==> config.mk <==
export PLATFORM = sky130hd
export DESIGN_NAME = twc_ctrl
export DESIGN_NICKNAME = d
export VERILOG_FILES = /design/src/rtl/twc_pkg.sv /design/src/rtl/twc_fifo.sv /design/src/rtl/twc_ctrl.sv
export SDC_FILE = /design/constraint.sdc
export NUM_CORES = 1
export LEC_CHECK = 0
export BUFFER_PORTS_ARGS = -buffer_cell sky130_fd_sc_hd__clkbuf_2
export CORE_UTILIZATION = 50
export DETAILED_ROUTE_END_ITERATION = 8
export PLACE_DENSITY = 0.71
export SYNTH_ARGS = -nofsm -noshare
export SYNTH_HDL_FRONTEND = slang
export SYNTH_SLANG_ARGS = --single-unit
==> constraint.sdc <==
create_clock -name clk_sys -period 2.55 [get_ports clk_sys]
set_input_delay 0.51 -clock clk_sys [delete_from_list [all_inputs] [get_ports clk_sys]]
set_output_delay 0.51 -clock clk_sys [all_outputs]
set_load 0.02 [all_outputs]
==> src/rtl/twc_pkg.sv <==
// Purpose: Shared constants and carriers for the terminal write/erase/cursor control
// Assumes: Timing phase pulses come from the terminal's own sequencer on clk_sys
// Notes: Shared codes and counts live here; NSYNC stays in twc_ctrl
package twc_pkg;
    // ************************************
    // Bus and character codes
    // ************************************
    localparam int BUS_W = 8;
    localparam logic [7:0] SPACE_CODE = 8'h20;
    localparam int FIFO_DEPTH = 8;
    // ************************************
    // Cursor geometry
    // ************************************
    localparam int HCOUNT_MOD = 20;
    localparam int VCOUNT_MOD = 12;
    localparam int BLOCK_MOD = 4;
    localparam int PAGE_SIZE = 960;
    localparam logic [4:0] H_LAST = 5'h13;
    localparam logic [3:0] V_LAST = 4'hb;
    localparam logic [1:0] B_LAST = 2'h3;
    // ************************************
    // Timing
    // ************************************
    localparam int CLK_NS = 100;
    localparam int PAGE_ERASE_US = 1000;
    localparam int PAGE_ERASE_CYC = (PAGE_ERASE_US * 1000) / CLK_NS;

    // Special character indications from the detector
    typedef struct packed {
        logic carriage_return;
        logic line_feed;
        logic back_space;
        logic bell;
        logic control_char;
        logic rubout;
        logic space_here;
    } twc_special_t;

    // Timing pulses of the sequencer
    typedef struct packed {
        logic cycle_2;
        logic cycle_3;
        logic cursor_move_pulse;
        logic bus_transfer_pulse;
        logic home_latch_pulse;
    } twc_timing_t;

    // Cursor count commands toward the counter board
    typedef struct packed {
        logic h_up;
        logic h_down;
        logic h_clear;
        logic v_up;
        logic v_down;
    } twc_cursor_t;

    // Bus enables for one transfer
    typedef struct packed {
        logic ram_write;
        logic serial_load;
        logic parallel_load;
        logic space_drive;
    } twc_bus_t;
endpackage : twc_pkg

==> src/rtl/twc_fifo.sv <==
// Purpose: Small synchronous FIFO for received characters
// Assumes: Single clock, ready/valid on both sides
// Notes: Full and empty derive from an occupancy count
module twc_fifo #(
    parameter int WIDTH = 8,
    parameter int DEPTH = 8
) (
    input wire logic clk_sys,
    input wire logic rst_n,
    input wire logic [WIDTH-1:0] in_data,
    input wire logic in_valid,
    output logic in_ready,
    output logic [WIDTH-1:0] out_data,
    output logic out_valid,
    input wire logic out_ready
);
    localparam int AW = $clog2(DEPTH);
    logic [WIDTH-1:0] mem [DEPTH];
    logic [AW-1:0] wr_ptr;
    logic [AW-1:0] rd_ptr;
    logic [AW:0] count;
    logic push;
    logic pop;

    assign in_ready = (count != (AW+1)'(DEPTH));
    assign out_valid = (count != '0);
    assign out_data = mem[rd_ptr];
    assign push = in_valid && in_ready;
    assign pop = out_valid && out_ready;

    always_ff @(posedge clk_sys)
    begin
        if (push)
        begin
            mem[wr_ptr] <= in_data;
        end
    end

    always_ff @(posedge clk_sys or negedge rst_n)
    begin
        if (!rst_n)
        begin
            wr_ptr <= '0;
            rd_ptr <= '0;
            count <= '0;
        end
        else
        begin
            if (push)
            begin
                wr_ptr <= (wr_ptr == AW'(DEPTH - 1)) ? '0 : wr_ptr + 1'b1;
            end
            if (pop)
            begin
                rd_ptr <= (rd_ptr == AW'(DEPTH - 1)) ? '0 : rd_ptr + 1'b1;
            end
            if (push && !pop)
            begin
                count <= count + 1'b1;
            end
            else if (pop && !push)
            begin
                count <= count - 1'b1;
            end
        end
    end
endmodule : twc_fifo

==> src/rtl/twc_ctrl.sv <==
// Purpose: Write, erase and cursor control of a character video terminal
// Assumes: Timing pulses are one-cycle strobes on clk_sys; keys are raw pins
// Notes: Received characters pass an 8-word FIFO before the write cycle
//
// Functional notes
// - Erase-line key sets erase flag on cycle 2
// - Erase flag: advance counter, write spaces
// - Short form stops erase at h end
// - Long form needs h and block end
// - Cycle 3 clears the erase flag
// - Erase-page key holds erase flag set
// - Erase-page sets home-pending for after erase
// - Cursor key gives one pulse on 1C
// - H up right, down left; V up down
// - Cycle 3 clears four cursor-key latches
// - Home copies start-of-page at 7C end
// - Scan row advances V, not retrace/plot
// - Scan h count-ups blocked during blanking
// - Write advance blocked by defeat or no-wrap
// - Data available selects buffers on 0B2
// - Transfer waits for both output buffers empty
// - Normal mode: controls sent, not stored
// - Plot mode stores all, moves right
// - Normal: CR stored only onto space
// - CR home-of-line, LF down, BS left
// - Transfers advance h on 1C, except normal-mode controls
// - One 8-bit bus, enables set direction
// - Special moves happen on cycle 1C
module twc_ctrl
(
    input wire logic clk_sys,
    input wire logic rst_n,
    input wire twc_pkg::twc_timing_t timing,
    input wire logic erase_line_key,
    input wire logic erase_page_key,
    input wire logic home_key,
    input wire logic [3:0] cursor_keys,
    input wire logic scan_active,
    input wire logic vertical_blank_n,
    input wire logic scan_h_count,
    input wire logic scan_row_end,
    input wire logic short_form,
    input wire logic plot_mode,
    input wire logic auto_carry,
    input wire logic count_up_defeat,
    input wire logic line_end_no_wrap,
    input wire logic h_line_end,
    input wire logic block_line_end,
    input wire logic serial_rx_available,
    input wire logic parallel_key_available,
    input wire logic serial_tx_empty,
    input wire logic parallel_out_empty,
    input wire logic [twc_pkg::BUS_W-1:0] rx_data,
    input wire twc_pkg::twc_special_t special,
    output logic rx_ready,
    output logic [twc_pkg::BUS_W-1:0] bus_data,
    output twc_pkg::twc_bus_t bus_en,
    output twc_pkg::twc_cursor_t cursor_cmd,
    output logic home_load,
    output logic erase_busy
);
    import twc_pkg::*;

    // ************************************
    // Pin synchronisers
    // ************************************
    localparam int NSYNC = 13;
    logic [NSYNC-1:0] sync_a;
    logic [NSYNC-1:0] sync_b;
    logic erase_line_s, erase_page_s, home_s, serial_rx_s, parallel_key_s, serial_empty_s;
    logic parallel_empty_s, vertical_blank_s, auto_carry_s;
    logic [3:0] cursor_keys_s;

    always_ff @(posedge clk_sys or negedge rst_n)
    begin
        if (!rst_n)
        begin
            sync_a <= '0;
            sync_b <= '0;
        end
        else
        begin
            sync_a <= {erase_line_key, erase_page_key, home_key, cursor_keys, serial_rx_available,
                       parallel_key_available, serial_tx_empty, parallel_out_empty, vertical_blank_n, auto_carry};
            sync_b <= sync_a;
        end
    end

    assign {erase_line_s, erase_page_s, home_s, cursor_keys_s, serial_rx_s, parallel_key_s,
            serial_empty_s, parallel_empty_s, vertical_blank_s, auto_carry_s} = sync_b;

    // ************************************
    // Received data buffer
    // ************************************
    logic data_avail, fifo_in_ready, fifo_out_valid, sinks_ready, take_char, erase_flag;
    logic [BUS_W-1:0] fifo_out_data;

    assign data_avail = serial_rx_s || parallel_key_s;
    assign sinks_ready = serial_empty_s && parallel_empty_s;
    // Transfers pause during erase since the bus carries spaces then
    assign take_char = timing.bus_transfer_pulse && fifo_out_valid && sinks_ready && !erase_flag;

    twc_fifo #(
        .WIDTH(BUS_W),
        .DEPTH(FIFO_DEPTH)
    ) u_fifo (
        .clk_sys(clk_sys),
        .rst_n(rst_n),
        .in_data(rx_data),
        .in_valid(data_avail),
        .in_ready(fifo_in_ready),
        .out_data(fifo_out_data),
        .out_valid(fifo_out_valid),
        .out_ready(take_char)
    );

    always_ff @(posedge clk_sys or negedge rst_n)
    begin
        if (!rst_n)
        begin
            rx_ready <= 1'b0;
        end
        else
        begin
            // Back-pressure toward the I/O board
            rx_ready <= fifo_in_ready;
        end
    end

    // ************************************
    // Erase control
    // ************************************
    logic home_pending, erase_stop;

    // Stop condition depends on layout
    assign erase_stop = short_form ? h_line_end : (h_line_end && block_line_end);

    always_ff @(posedge clk_sys or negedge rst_n)
    begin
        if (!rst_n)
        begin
            erase_flag <= 1'b0;
        end
        else if (erase_page_s)
        begin
            erase_flag <= 1'b1;
        end
        else if (timing.cycle_3)
        begin
            erase_flag <= 1'b0;
        end
        else if (timing.cycle_2 && erase_line_s)
        begin
            erase_flag <= 1'b1;
        end
    end

    always_ff @(posedge clk_sys or negedge rst_n)
    begin
        if (!rst_n)
        begin
            home_pending <= 1'b0;
        end
        else if (erase_page_s)
        begin
            home_pending <= 1'b1;
        end
        else if (home_load)
        begin
            home_pending <= 1'b0;
        end
    end

    // ************************************
    // Cursor key latches
    // ************************************
    logic [3:0] key_latch;

    always_ff @(posedge clk_sys or negedge rst_n)
    begin
        if (!rst_n)
        begin
            key_latch <= '0;
        end
        else
        begin
            // Set beats clear so a key seen on cycle 3 is kept
            for (int i = 0; i < 4; i++)
            begin
                if (scan_active && cursor_keys_s[i])
                begin
                    key_latch[i] <= 1'b1;
                end
                else if (timing.cycle_3 || timing.cursor_move_pulse)
                begin
                    key_latch[i] <= 1'b0;
                end
            end
        end
    end

    // ************************************
    // Write cycle decode
    // ************************************
    logic is_control;
    logic store_char;
    logic transfer_done;
    twc_special_t held_special;
    logic held_defeat;

    assign is_control = special.control_char || special.rubout || special.carriage_return ||
                        special.line_feed || special.back_space || special.bell;
    // Plot stores all; normal stores CR only onto a space
    assign store_char = plot_mode || !is_control || (special.carriage_return && special.space_here);

    always_ff @(posedge clk_sys or negedge rst_n)
    begin
        if (!rst_n)
        begin
            bus_en <= '0;
            bus_data <= '0;
        end
        else if (erase_flag && !erase_stop)
        begin
            bus_en <= '{ram_write: 1'b1, serial_load: 1'b0, parallel_load: 1'b0, space_drive: 1'b1};
            bus_data <= SPACE_CODE;
        end
        else if (take_char)
        begin
            // Outputs always loaded, RAM only when storable
            bus_en <= '{ram_write: store_char, serial_load: 1'b1, parallel_load: 1'b1,
                        space_drive: 1'b0};
            bus_data <= fifo_out_data;
        end
        else
        begin
            bus_en <= '0;
        end
    end

    always_ff @(posedge clk_sys or negedge rst_n)
    begin
        if (!rst_n)
        begin
            transfer_done <= 1'b0;
            held_special <= '0;
            held_defeat <= 1'b0;
        end
        else if (take_char)
        begin
            transfer_done <= 1'b1;
            held_special <= plot_mode ? '0 : special;
            held_defeat <= !plot_mode && is_control;
        end
        else if (timing.cursor_move_pulse)
        begin
            transfer_done <= 1'b0;
        end
    end

    // ************************************
    // Cursor commands
    // ************************************
    logic write_adv, scan_h, scan_v, erase_adv;

    assign write_adv = transfer_done && !held_defeat && !count_up_defeat && !line_end_no_wrap;
    assign scan_h = scan_h_count && vertical_blank_s;
    assign scan_v = scan_row_end && vertical_blank_s && !plot_mode;
    assign erase_adv = erase_flag && !erase_stop && !auto_carry_s && !auto_carry_s;

    always_ff @(posedge clk_sys or negedge rst_n)
    begin
        if (!rst_n)
        begin
            cursor_cmd <= '0;
        end
        else
        begin
            cursor_cmd.h_up <= scan_h || erase_adv || (erase_flag && !erase_stop) ||
                               (timing.cursor_move_pulse && (write_adv || key_latch[0]));
            cursor_cmd.h_down <= timing.cursor_move_pulse &&
                                 (key_latch[1] || (transfer_done && held_special.back_space));
            cursor_cmd.h_clear <= timing.cursor_move_pulse && transfer_done && held_special.carriage_return;
            cursor_cmd.v_up <= scan_v || (timing.cursor_move_pulse &&
                               (key_latch[2] || (transfer_done && held_special.line_feed)));
            cursor_cmd.v_down <= timing.cursor_move_pulse && key_latch[3];
        end
    end

    // ************************************
    // Home load and status
    // ************************************
    logic home_pulse_d;

    always_ff @(posedge clk_sys or negedge rst_n)
    begin
        if (!rst_n)
        begin
            home_pulse_d <= 1'b0;
            home_load <= 1'b0;
            erase_busy <= 1'b0;
        end
        else
        begin
            home_pulse_d <= timing.home_latch_pulse;
            // Trailing edge of 7C loads the start-of-page value
            home_load <= home_pulse_d && !timing.home_latch_pulse &&
                         (home_s || (home_pending && !erase_flag));
            erase_busy <= erase_flag;
        end
    end

    // ************************************
    // Checks
    // ************************************
    property p_erase_set;
        @(posedge clk_sys) disable iff (!rst_n)
        (timing.cycle_2 && erase_line_s && !timing.cycle_3) |=> erase_flag;
    endproperty
    a_erase_set: assert property (p_erase_set) else $error("erase flag not set");

    property p_erase_clr;
        @(posedge clk_sys) disable iff (!rst_n)
        (timing.cycle_3 && !erase_page_s) |=> !erase_flag;
    endproperty
    a_erase_clr: assert property (p_erase_clr) else $error("erase flag not cleared");

    property p_page_hold;
        @(posedge clk_sys) disable iff (!rst_n)
        erase_page_s |=> (erase_flag && home_pending);
    endproperty
    a_page_hold: assert property (p_page_hold) else $error("page erase not held");

    property p_space;
        @(posedge clk_sys) disable iff (!rst_n)
        bus_en.space_drive |-> (bus_data == SPACE_CODE && bus_en.ram_write);
    endproperty
    a_space: assert property (p_space) else $error("erase not writing space");

    property p_sinks;
        @(posedge clk_sys) disable iff (!rst_n)
        (bus_en.serial_load) |-> $past(sinks_ready);
    endproperty
    a_sinks: assert property (p_sinks) else $error("transfer while sink busy");

    property p_key_clr;
        @(posedge clk_sys) disable iff (!rst_n)
        (timing.cycle_3 && !scan_active) |=> (key_latch == 4'h0);
    endproperty
    a_key_clr: assert property (p_key_clr) else $error("cursor latches not cleared");

    property p_vblank;
        @(posedge clk_sys) disable iff (!rst_n)
        (!vertical_blank_s && !timing.cursor_move_pulse) |=> !cursor_cmd.v_up;
    endproperty
    a_vblank: assert property (p_vblank) else $error("row advance in retrace");

    property p_normal_ctl;
        @(posedge clk_sys) disable iff (!rst_n)
        (take_char && !erase_flag && !plot_mode && special.rubout && !special.carriage_return)
        |=> (!bus_en.ram_write && bus_en.serial_load && bus_en.parallel_load);
    endproperty
    a_normal_ctl: assert property (p_normal_ctl) else $error("control stored in normal mode");
endmodule : twc_ctrl

==> results.ini, run 1 <==
[worst_setup_path]
critPathMaxStageDelay_ns=0.53
criticalPathCategory=reg -> reg
cp_data_arrival_time_ns=2.84
r2r-end=u_fifo.count[3]$_DFFE_PN0P_
crit_required_ns=2.94
end_kind=flop
cp_num_buf_inv=1
crit_path_cell_trace=nor4_1, or4b_4, ha_4, inv_2, ha_1, a21o_1, a21oi_1, mux2i_1, o31ai_1
critPathLaunch=u_fifo.count[2]$_DFFE_PN0P_
path_delay_family=simple AND/OR/NAND/NOR gates
crit_slowest_cell=or4b_4
path_max_fanout=5
cp.depth=9
r2r_start=u_fifo.count[2]$_DFFE_PN0P_
worst_setup_path_start_kind=flop
r2r_setup_slack_ns=0.10
endpoint=u_fifo.count[3]$_DFFE_PN0P_
rr_worst_depth=9

[sta]
hold_viol_final=0
fmax_mhz=409
rsz0062_at_grt=false
slew_violations=0
worst_pin_slew_ns=0.624
tns_ns=0
relSlewSlack=0.584
fin_crit_sh=0.959
layout_setup_ws_ns=0.104
finClkSkew_ns=0.00684
min_period_ns=2.45
setup_viol=0

[hold_path]
hold_path.class=in -> reg

[routing]
drt_iter0_drc=160
route.met3.wl_um=484
drc_errors=0
wl_met2_mm=4.49
ant_nets=0
routed_wl_mm=8.86
dr.max_layer_used=met4
drt-met1-wl_mm=3.78
routedWlPerCell_um=17.6
drt_first_pass_iters=5
via_per_inst=5.28
vias=2661

[global_routing]
antenna_found_initial=0
grt-ovfl-total=0
grt_pass1_vias=2786
grt_pass1_wl_mm=14.0
grtUsageTotal=0.197
grt_max_degree=46

[final_layout]
drive_gt1_frac=0.371
final_nets=414
syn_to_final_growth_pct=24.6
diodes=0

[floorplanning]
die-height_um=99.7
die_x_um=99.7
ioPinCount=64
coreArea_mm2=0.00924
core.rowCount=35
die-area_mm2=0.00994
initial_utilization=0.517

[run_status]
outcome=completed

[clock_tree]
cts_buffer_depth=2
path_clk_slew_ns=0.06
h-tree-depth=4
cts_tree=done
clock_latency_ns=0.51
ctsRootBufferMaster=clkbuf_8
postCtsSetupRepairBufs=0
cts.sinks=129
numCtsBuffers=17

[synth]
yosysMostFrequentCell=dfrtp_1
synth_common_cells=dfrtp_1, edfxtp_1, nand2_1
synth_seq_area_share=0.743
synth_fp_nets=328
async_reset_ff_frac=0.504
synth_top_area_cell=edfxtp_1
yosysWarnings=0
synth_top_area_share=0.403
netlist_area_mm2=0.00477
ys_ff_latch=129
syn_area_per_cell_um2=17.3
ys.flop_type=dfrtp_1
synthTopCellsByArea=edfxtp_1, dfrtp_1, mux4_2
synth_edf_count=64
syn-instance-count=276
yosysUniqueCellTypes=39

[placement]
io_buffers=62
place_congestion=0.741
place.detailed.hpwl_mm=5.74
dp_slack_ns=0.00640

[pwr]
p_clk_frac=0.378
leakagePower_nw=2.51
comb_power_share=0.190
vdd_drop_max_mv=0.509
switching_share=0.272
p_int_w=0.00474
p_total_w=0.00651
power_density_mw_per_mm2=1090
power.switching_w=0.00177
seqPwrFrac=0.431

[run]
maxCapViolCount=0

[kinds of logic after synthesis]
family                     synth area share
and+or+nand+nor                      0.0689
muxes                                0.0891
buffers and inverters                0.0215
AOI/OAI and AO/OA                    0.0509
adders and majority gates            0.0225
xor gates and xnor gates            0.00367
DFF                                   0.743
[worst min path at each step]
stage	end	start	slack, ns	cells past startpoint
after global routing	sync_a[9]$_DFF_PN0_	cursor_keys[3]	0.07	1
after floorplan	bus_data[0]$_DFFE_PN0P_	rst_n	0.21	0
after CTS	sync_a[9]$_DFF_PN0_	cursor_keys[3]	0.07	1
final	sync_a[9]$_DFF_PN0_	cursor_keys[3]	0.09	1
after global placement	sync_b[1]$_DFF_PN0_	sync_a[1]$_DFF_PN0_	0.33	0
after detailed placement	sync_b[5]$_DFF_PN0_	sync_a[5]$_DFF_PN0_	0.33	0
[cell type report]
| class | count | area [um^2] |
|---|---|---|
| sequential | 129 | 3550 |
| fill | 634 | 3290 |
| multi-input combinational | 130 | 1150 |
| clock buffer | 18 | 439 |
| timing repair buffer | 77 | 438 |
| clock inverter | 14 | 171 |
| tap | 129 | 161 |
| inverter | 7 | 38.8 |
[placed cells by master (no fill, tap or decap), types with 2 or more instances in the layout]
| cell type | synthesis | final |
|---|---|---|
| o21ai_0 | 8 | 7 |
| a21oi_1 | 6 | 6 |
| inv_6 | 0 | 5 |
| a21o_1 | 4 | 4 |
| bufinv_16 | 0 | 3 |
| inv_1 | 6 | 4 |
| ha_1 | 7 | 6 |
| a22o_1 | 4 | 4 |
| and3_1 | 8 | 8 |
| mux2_2 | 4 | 4 |
| nor3_1 | 9 | 9 |
| nand2b_1 | 2 | 2 |
| xnor2_1 | 2 | 2 |
| dfrtp_1 | 65 | 63 |
| nand3b_1 | 3 | 3 |
| clkbuf_16 | 0 | 17 |
| edfxtp_1 | 64 | 64 |
| inv_4 | 0 | 3 |
| nor2_1 | 7 | 7 |
| buf_4 | 2 | 13 |
| mux4_2 | 16 | 16 |
| nor2_4 | 2 | 2 |
| clkbuf_2 | 1 | 61 |
| inv_2 | 0 | 2 |
| nand2_1 | 25 | 25 |
| clkinv_2 | 0 | 2 |
| dfrtp_2 | 0 | 2 |
| nor4_1 | 3 | 3 |
| mux2i_1 | 2 | 2 |
| a221o_1 | 7 | 7 |
[routing by layer]
metal / vias to the layer above / global-route usage
met3: 11 / 0.0597
met4: 0 / 0.0950
met5: - / 0
li1: 1220 / -
met2: 96 / 0.310
met1: 1334 / 0.253
[what timing repair did]
item	4_1_cts	5_1_grt
resized for setup	1	5
hold endpoints to repair	20	0
hold buffers	1	0
endpoints found under the setup margin	1	1
[registers in the layout, indices dropped and copies added (netlist names)]
name and cells:
u_fifo.mem 64, sync_a 12, rx_ready 1, home_load 1, erase_flag 1, u_fifo.wr_ptr 3, u_fifo.count 4, home_pending 1
erase_busy 1, key_latch 4, held_defeat 1, home_pulse_d 1, cursor_cmd 5, transfer_done 1, sync_b 12, bus_en 3
held_special 3, bus_data 8, u_fifo.rd_ptr 3
[through the flow]
step	instance area [um^2]	hold slack, ns	utilization	std cells
global placement	5320	0.332	0.575	471
finish	5950	0.0939	0.644	504
CTS	5940	0.0718	0.643	504
detailed placement	5320	0.335	0.575	471
global route	5950	0.0720	0.644	504
floorplan	4790	0.214	-	276
[power groups by stage]
stage               sequential [W]  combinational (W)  clock, W
global placement           0.00281            0.00118         0
floorplan                  0.00279           0.000834         0
CTS                        0.00281            0.00126   0.00251
global route               0.00285            0.00135   0.00261
detailed placement         0.00283            0.00123         0
finish                     0.00281            0.00124   0.00246
(Power assumes the default switching activity.)
==> run 2, diff against run 1 <==
--- a/config.mk
+++ b/config.mk
@@ -8,7 +8,7 @@
 export BUFFER_PORTS_ARGS = -buffer_cell sky130_fd_sc_hd__clkbuf_2
 export CORE_UTILIZATION = 50
 export DETAILED_ROUTE_END_ITERATION = 8
-export PLACE_DENSITY = 0.71
+export PLACE_DENSITY = 0.68
 export SYNTH_ARGS = -nofsm -noshare
 export SYNTH_HDL_FRONTEND = slang
 export SYNTH_SLANG_ARGS = --single-unit
==> constraint.sdc (replaced) <==
create_clock -name clk_sys -period 2.9 [get_ports clk_sys]
set_input_delay 0.58 -clock clk_sys [delete_from_list [all_inputs] [get_ports clk_sys]]
set_output_delay 0.58 -clock clk_sys [all_outputs]
set_load 0.02 [all_outputs]
==> results.ini, run 2 (synthesis gave the netlist of run 1 again) <==
[floorplanning]
die-area_mm2=0.00994
die_x_um=99.7
ioPinCount=64
core.rowCount=35
initial_utilization=0.517
coreArea_mm2=0.00924
die-height_um=99.7

[worst_setup_path]
worst_setup_path_start_kind=flop
r2r_start=u_fifo.count[0]$_DFFE_PN0P_
endpoint=u_fifo.count[3]$_DFFE_PN0P_
path_max_fanout=5
r2r_setup_slack_ns=0.22
criticalPathCategory=reg -> reg
crit_required_ns=3.25
r2r-end=u_fifo.count[3]$_DFFE_PN0P_
end_kind=flop
rr_worst_depth=8
critPathLaunch=u_fifo.count[0]$_DFFE_PN0P_
cp_data_arrival_time_ns=3.03

[clock_tree]
cts_buffer_depth=2
path_clk_slew_ns=0.06
numCtsBuffers=17
h-tree-depth=4
clock_latency_ns=0.50
postCtsSetupRepairBufs=0
cts_tree=done
cts.sinks=129
ctsRootBufferMaster=clkbuf_8

[sta]
relSlewSlack=0.474
rsz0062_at_grt=false
setup_viol=0
hold_viol_final=0
min_period_ns=2.68
fin_crit_sh=0.924
fmax_mhz=373
slew_violations=0
worst_pin_slew_ns=0.789
layout_setup_ws_ns=0.220
finClkSkew_ns=0.00840
tns_ns=0

[pwr]
power_density_mw_per_mm2=936
vdd_drop_max_mv=0.382
leakagePower_nw=2.47

[global_routing]
grtUsageTotal=0.189
grt_pass1_vias=2724
grt_max_degree=66
grt_pass1_wl_mm=13.7
grt-ovfl-total=0
antenna_found_initial=0

[placement]
place.detailed.hpwl_mm=5.54
dp_slack_ns=0.158
place_congestion=0.736
io_buffers=62

[routing]
vias=2616
drt_iter0_drc=129
routed_wl_mm=8.33
via_per_inst=5.21
drt_first_pass_iters=5
drc_errors=0
routedWlPerCell_um=16.6
ant_nets=0

[run]
maxCapViolCount=0

[hold_path]
hold_path.class=in -> reg

[final_layout]
syn_to_final_growth_pct=22.5
largest_register_ffs=64
top_register=u_fifo.mem
diodes=0
final_nets=412
layout_commonest_cell=dfrtp_1
drive_gt1_frac=0.346
final_cell_mix=dfrtp_1, edfxtp_1, clkbuf_2
largestRegisters=u_fifo.mem: 64 flops, sync_a: 12 flops, sync_b: 12 flops

[run_status]
outcome=completed

run 2: report_power, final:
part	internal, W	switching, W	leakage, nW
Sequential	0.00227	0.000192	1.37
Clock	0.00116	0.000801	0.275
Combinational	0.000501	0.000547	0.818
Total	0.00393	0.00154	2.47
run 2: what timing repair did:
action	CTS	global route
resized for setup	0	2
setup endpoints to repair	0	1
hold buffers	0	0
run 2: worst min-delay path by stage:
stage,cells past startpoint,end,start
after floorplan,0,bus_data[0]$_DFFE_PN0P_,rst_n
after global placement,0,sync_b[11]$_DFF_PN0_,sync_a[11]$_DFF_PN0_
after global routing,1,sync_a[4]$_DFF_PN0_,parallel_key_available
final,1,sync_a[4]$_DFF_PN0_,parallel_key_available
after detailed placement,0,sync_b[1]$_DFF_PN0_,sync_a[1]$_DFF_PN0_
after CTS,1,sync_a[4]$_DFF_PN0_,parallel_key_available
run 2: layout make-up:
| class | instances | area (um^2) |
|---|---|---|
| clock inverter | 15 | 151 |
| sequential | 129 | 3550 |
| timing repair buffer | 75 | 408 |
| multi-input combinational | 130 | 1120 |
| inverter | 7 | 38.8 |
| tap | 129 | 161 |
| fill | 678 | 3390 |
| clock buffer | 17 | 414 |
run 2: critical path: stages (launching register included):
cell and delay (ns):
dfrtp_1 0.44, nor4_1 0.11, or4b_1 0.53, ha_1 0.27, inv_1 0.16, ha_1 0.26, a21o_1 0.21, a2111oi_1 0.39
o31ai_1 0.16
run 2: metal layers:
| layer | GRT usage | part of all wire | up-vias |
|---|---|---|---|
| met5 | 0 | 0 | - |
| met2 | 0.297 | 0.50 | 97 |
| li1 | - | - | 1221 |
| met3 | 0.0576 | 0.050 | 6 |
| met1 | 0.250 | 0.45 | 1292 |
| met4 | 0.0690 | 0.0078 | 0 |
run 2: stage by stage:
| step | instances | total power [W] | hold slack, ns | area [um^2] | utilization |
|---|---|---|---|---|---|
| final | 502 | 0.00547 | 0.193 | 5850 | 0.633 |
| after global routing | 502 | 0.00575 | 0.162 | 5850 | 0.633 |
| after CTS | 502 | 0.00553 | 0.165 | 5840 | 0.632 |
| after detailed placement | 470 | 0.00354 | 0.335 | 5280 | 0.571 |
| after global placement | 470 | 0.00350 | 0.332 | 5280 | 0.571 |
| after floorplan | 276 | 0.00317 | 0.284 | 4770 | - |
==> run 3, diff against run 2 <==
--- a/config.mk
+++ b/config.mk
@@ -8,7 +8,7 @@
 export BUFFER_PORTS_ARGS = -buffer_cell sky130_fd_sc_hd__clkbuf_2
 export CORE_UTILIZATION = 50
 export DETAILED_ROUTE_END_ITERATION = 8
-export PLACE_DENSITY = 0.68
+export PLACE_DENSITY = 0.71
 export SYNTH_ARGS = -nofsm -noshare
 export SYNTH_HDL_FRONTEND = slang
 export SYNTH_SLANG_ARGS = --single-unit
==> results.ini, run 3 (synthesis gave the netlist of run 1 again) <==
[placement]
io_buffers=62
place_congestion=0.728
dp_cells=470
dp_slack_ns=0.128
place.detailed.hpwl_mm=5.42

[clock_tree]
cts.sinks=129
path_clk_slew_ns=0.06
clock_latency_ns=0.52
ctsRootBufferMaster=clkbuf_8
cts_tree=done
cts_buffer_depth=2
h-tree-depth=4
numCtsBuffers=17

[routing]
drt_first_pass_iters=4
routed_wl_mm=8.36
ant_nets=0
vias=2658
via_per_inst=5.27
drc_errors=0
drt_iter0_drc=118
routedWlPerCell_um=16.6

[pwr]
leakagePower_nw=2.47
p_total_w=0.00548
power_density_mw_per_mm2=936
vdd_drop_max_mv=0.368

[global_routing]
grt-ovfl-total=0
grt_use_met3=0.0618
grtUsageMet2=0.301
grt_pass1_vias=2667
grt_max_degree=26
grtUsageTotal=0.193
grt-busiest-layer=met2
gr-usage-met1=0.254
antenna_found_initial=0
grt_pass1_wl_mm=13.8

[worst_setup_path]
r2r_start=u_fifo.count[0]$_DFFE_PN0P_
criticalPathCategory=reg -> reg
end_kind=flop
r2r-end=u_fifo.count[3]$_DFFE_PN0P_
rr_worst_depth=8
worst_setup_path_start_kind=flop
r2r_setup_slack_ns=0.23
endpoint=u_fifo.count[3]$_DFFE_PN0P_
crit_required_ns=3.28
critPathLaunch=u_fifo.count[0]$_DFFE_PN0P_
cp_data_arrival_time_ns=3.05
path_max_fanout=5

[sta]
tns_ns=0
finClkSkew_ns=0.00607
relSlewSlack=0.528
setup_viol=0
layout_setup_ws_ns=0.228
worst_pin_slew_ns=0.708
fin_crit_sh=0.921
min_period_ns=2.67
slew_violations=0
rsz0062_at_grt=false
fmax_mhz=374
hold_viol_final=0

[final_layout]
largestRegisters=u_fifo.mem: 64 flops, sync_a: 12 flops, sync_b: 12 flops
top_register=u_fifo.mem
largest_register_ffs=64
diodes=0
final_cell_mix=dfrtp_1, edfxtp_1, clkbuf_2
final_nets=414
drive_gt1_frac=0.355
syn_to_final_growth_pct=22.8
layout_commonest_cell=dfrtp_1
finish.utilization=0.634
stdcell_count=504

[hold_path]
hold_path.class=in -> async

[floorplanning]
ioPinCount=64
core.rowCount=35
die-height_um=99.7
coreArea_mm2=0.00924
die-area_mm2=0.00994
initial_utilization=0.517
die_x_um=99.7

[run_status]
outcome=completed

[run]
maxCapViolCount=0

run 3: worst min path at each step:
stage / end / slack, ns / cells past startpoint
floorplan: bus_data[0]$_DFFE_PN0P_ / 0.28 / 0
global placement: sync_b[12]$_DFF_PN0_ / 0.33 / 0
detailed placement: sync_b[1]$_DFF_PN0_ / 0.34 / 0
CTS: bus_data[0]$_DFFE_PN0P_ / 0.05 / 1
global route: bus_data[0]$_DFFE_PN0P_ / 0.06 / 1
finish: bus_data[0]$_DFFE_PN0P_ / 0.05 / 1
run 3: power breakdown:
group / internal [W] / switching (W)
clock network: 0.00116 / 0.000819
logic: 0.000505 / 0.000532
registers: 0.00227 / 0.000196
total: 0.00394 / 0.00155
run 3: metal layers:
metal	part of all wire	vias to the layer above	routed length [um]
li1	-	1227	-
met3	0.049	10	410
met5	0	-	0
met2	0.49	80	4130
met4	0.014	0	115
met1	0.44	1341	3690
run 3: repair_timing:
action,in CTS,in global routing
hold buffers,0,0
endpoints found under the setup margin,0,1
gates resized for setup,0,2
setup buffers,0,2
run 3: layout make-up:
type | instances | area (um^2)
Tap cell | 129 | 161
Timing Repair Buffer | 77 | 423
Fill cell | 633 | 3380
Inverter | 7 | 38.8
Clock inverter | 15 | 149
Clock buffer | 17 | 414
Multi-Input combinational cell | 130 | 1130
Sequential cell | 129 | 3550
run 3: critical path: stages, from the launching register on:
cell and delay (ns):
dfrtp_1 0.45, nor4_1 0.11, or4b_1 0.52, ha_1 0.27, inv_1 0.16, ha_1 0.26
a21o_1 0.21, a2111oi_0 0.41, o31ai_1 0.15
run 3: metrics by stage:
step | hold slack (ns) | area (um^2)
after floorplan | 0.284 | 4770
final | 0.0455 | 5860
after detailed placement | 0.336 | 5280
after CTS | 0.0474 | 5840
after global routing | 0.0589 | 5860
after global placement | 0.334 | 5280
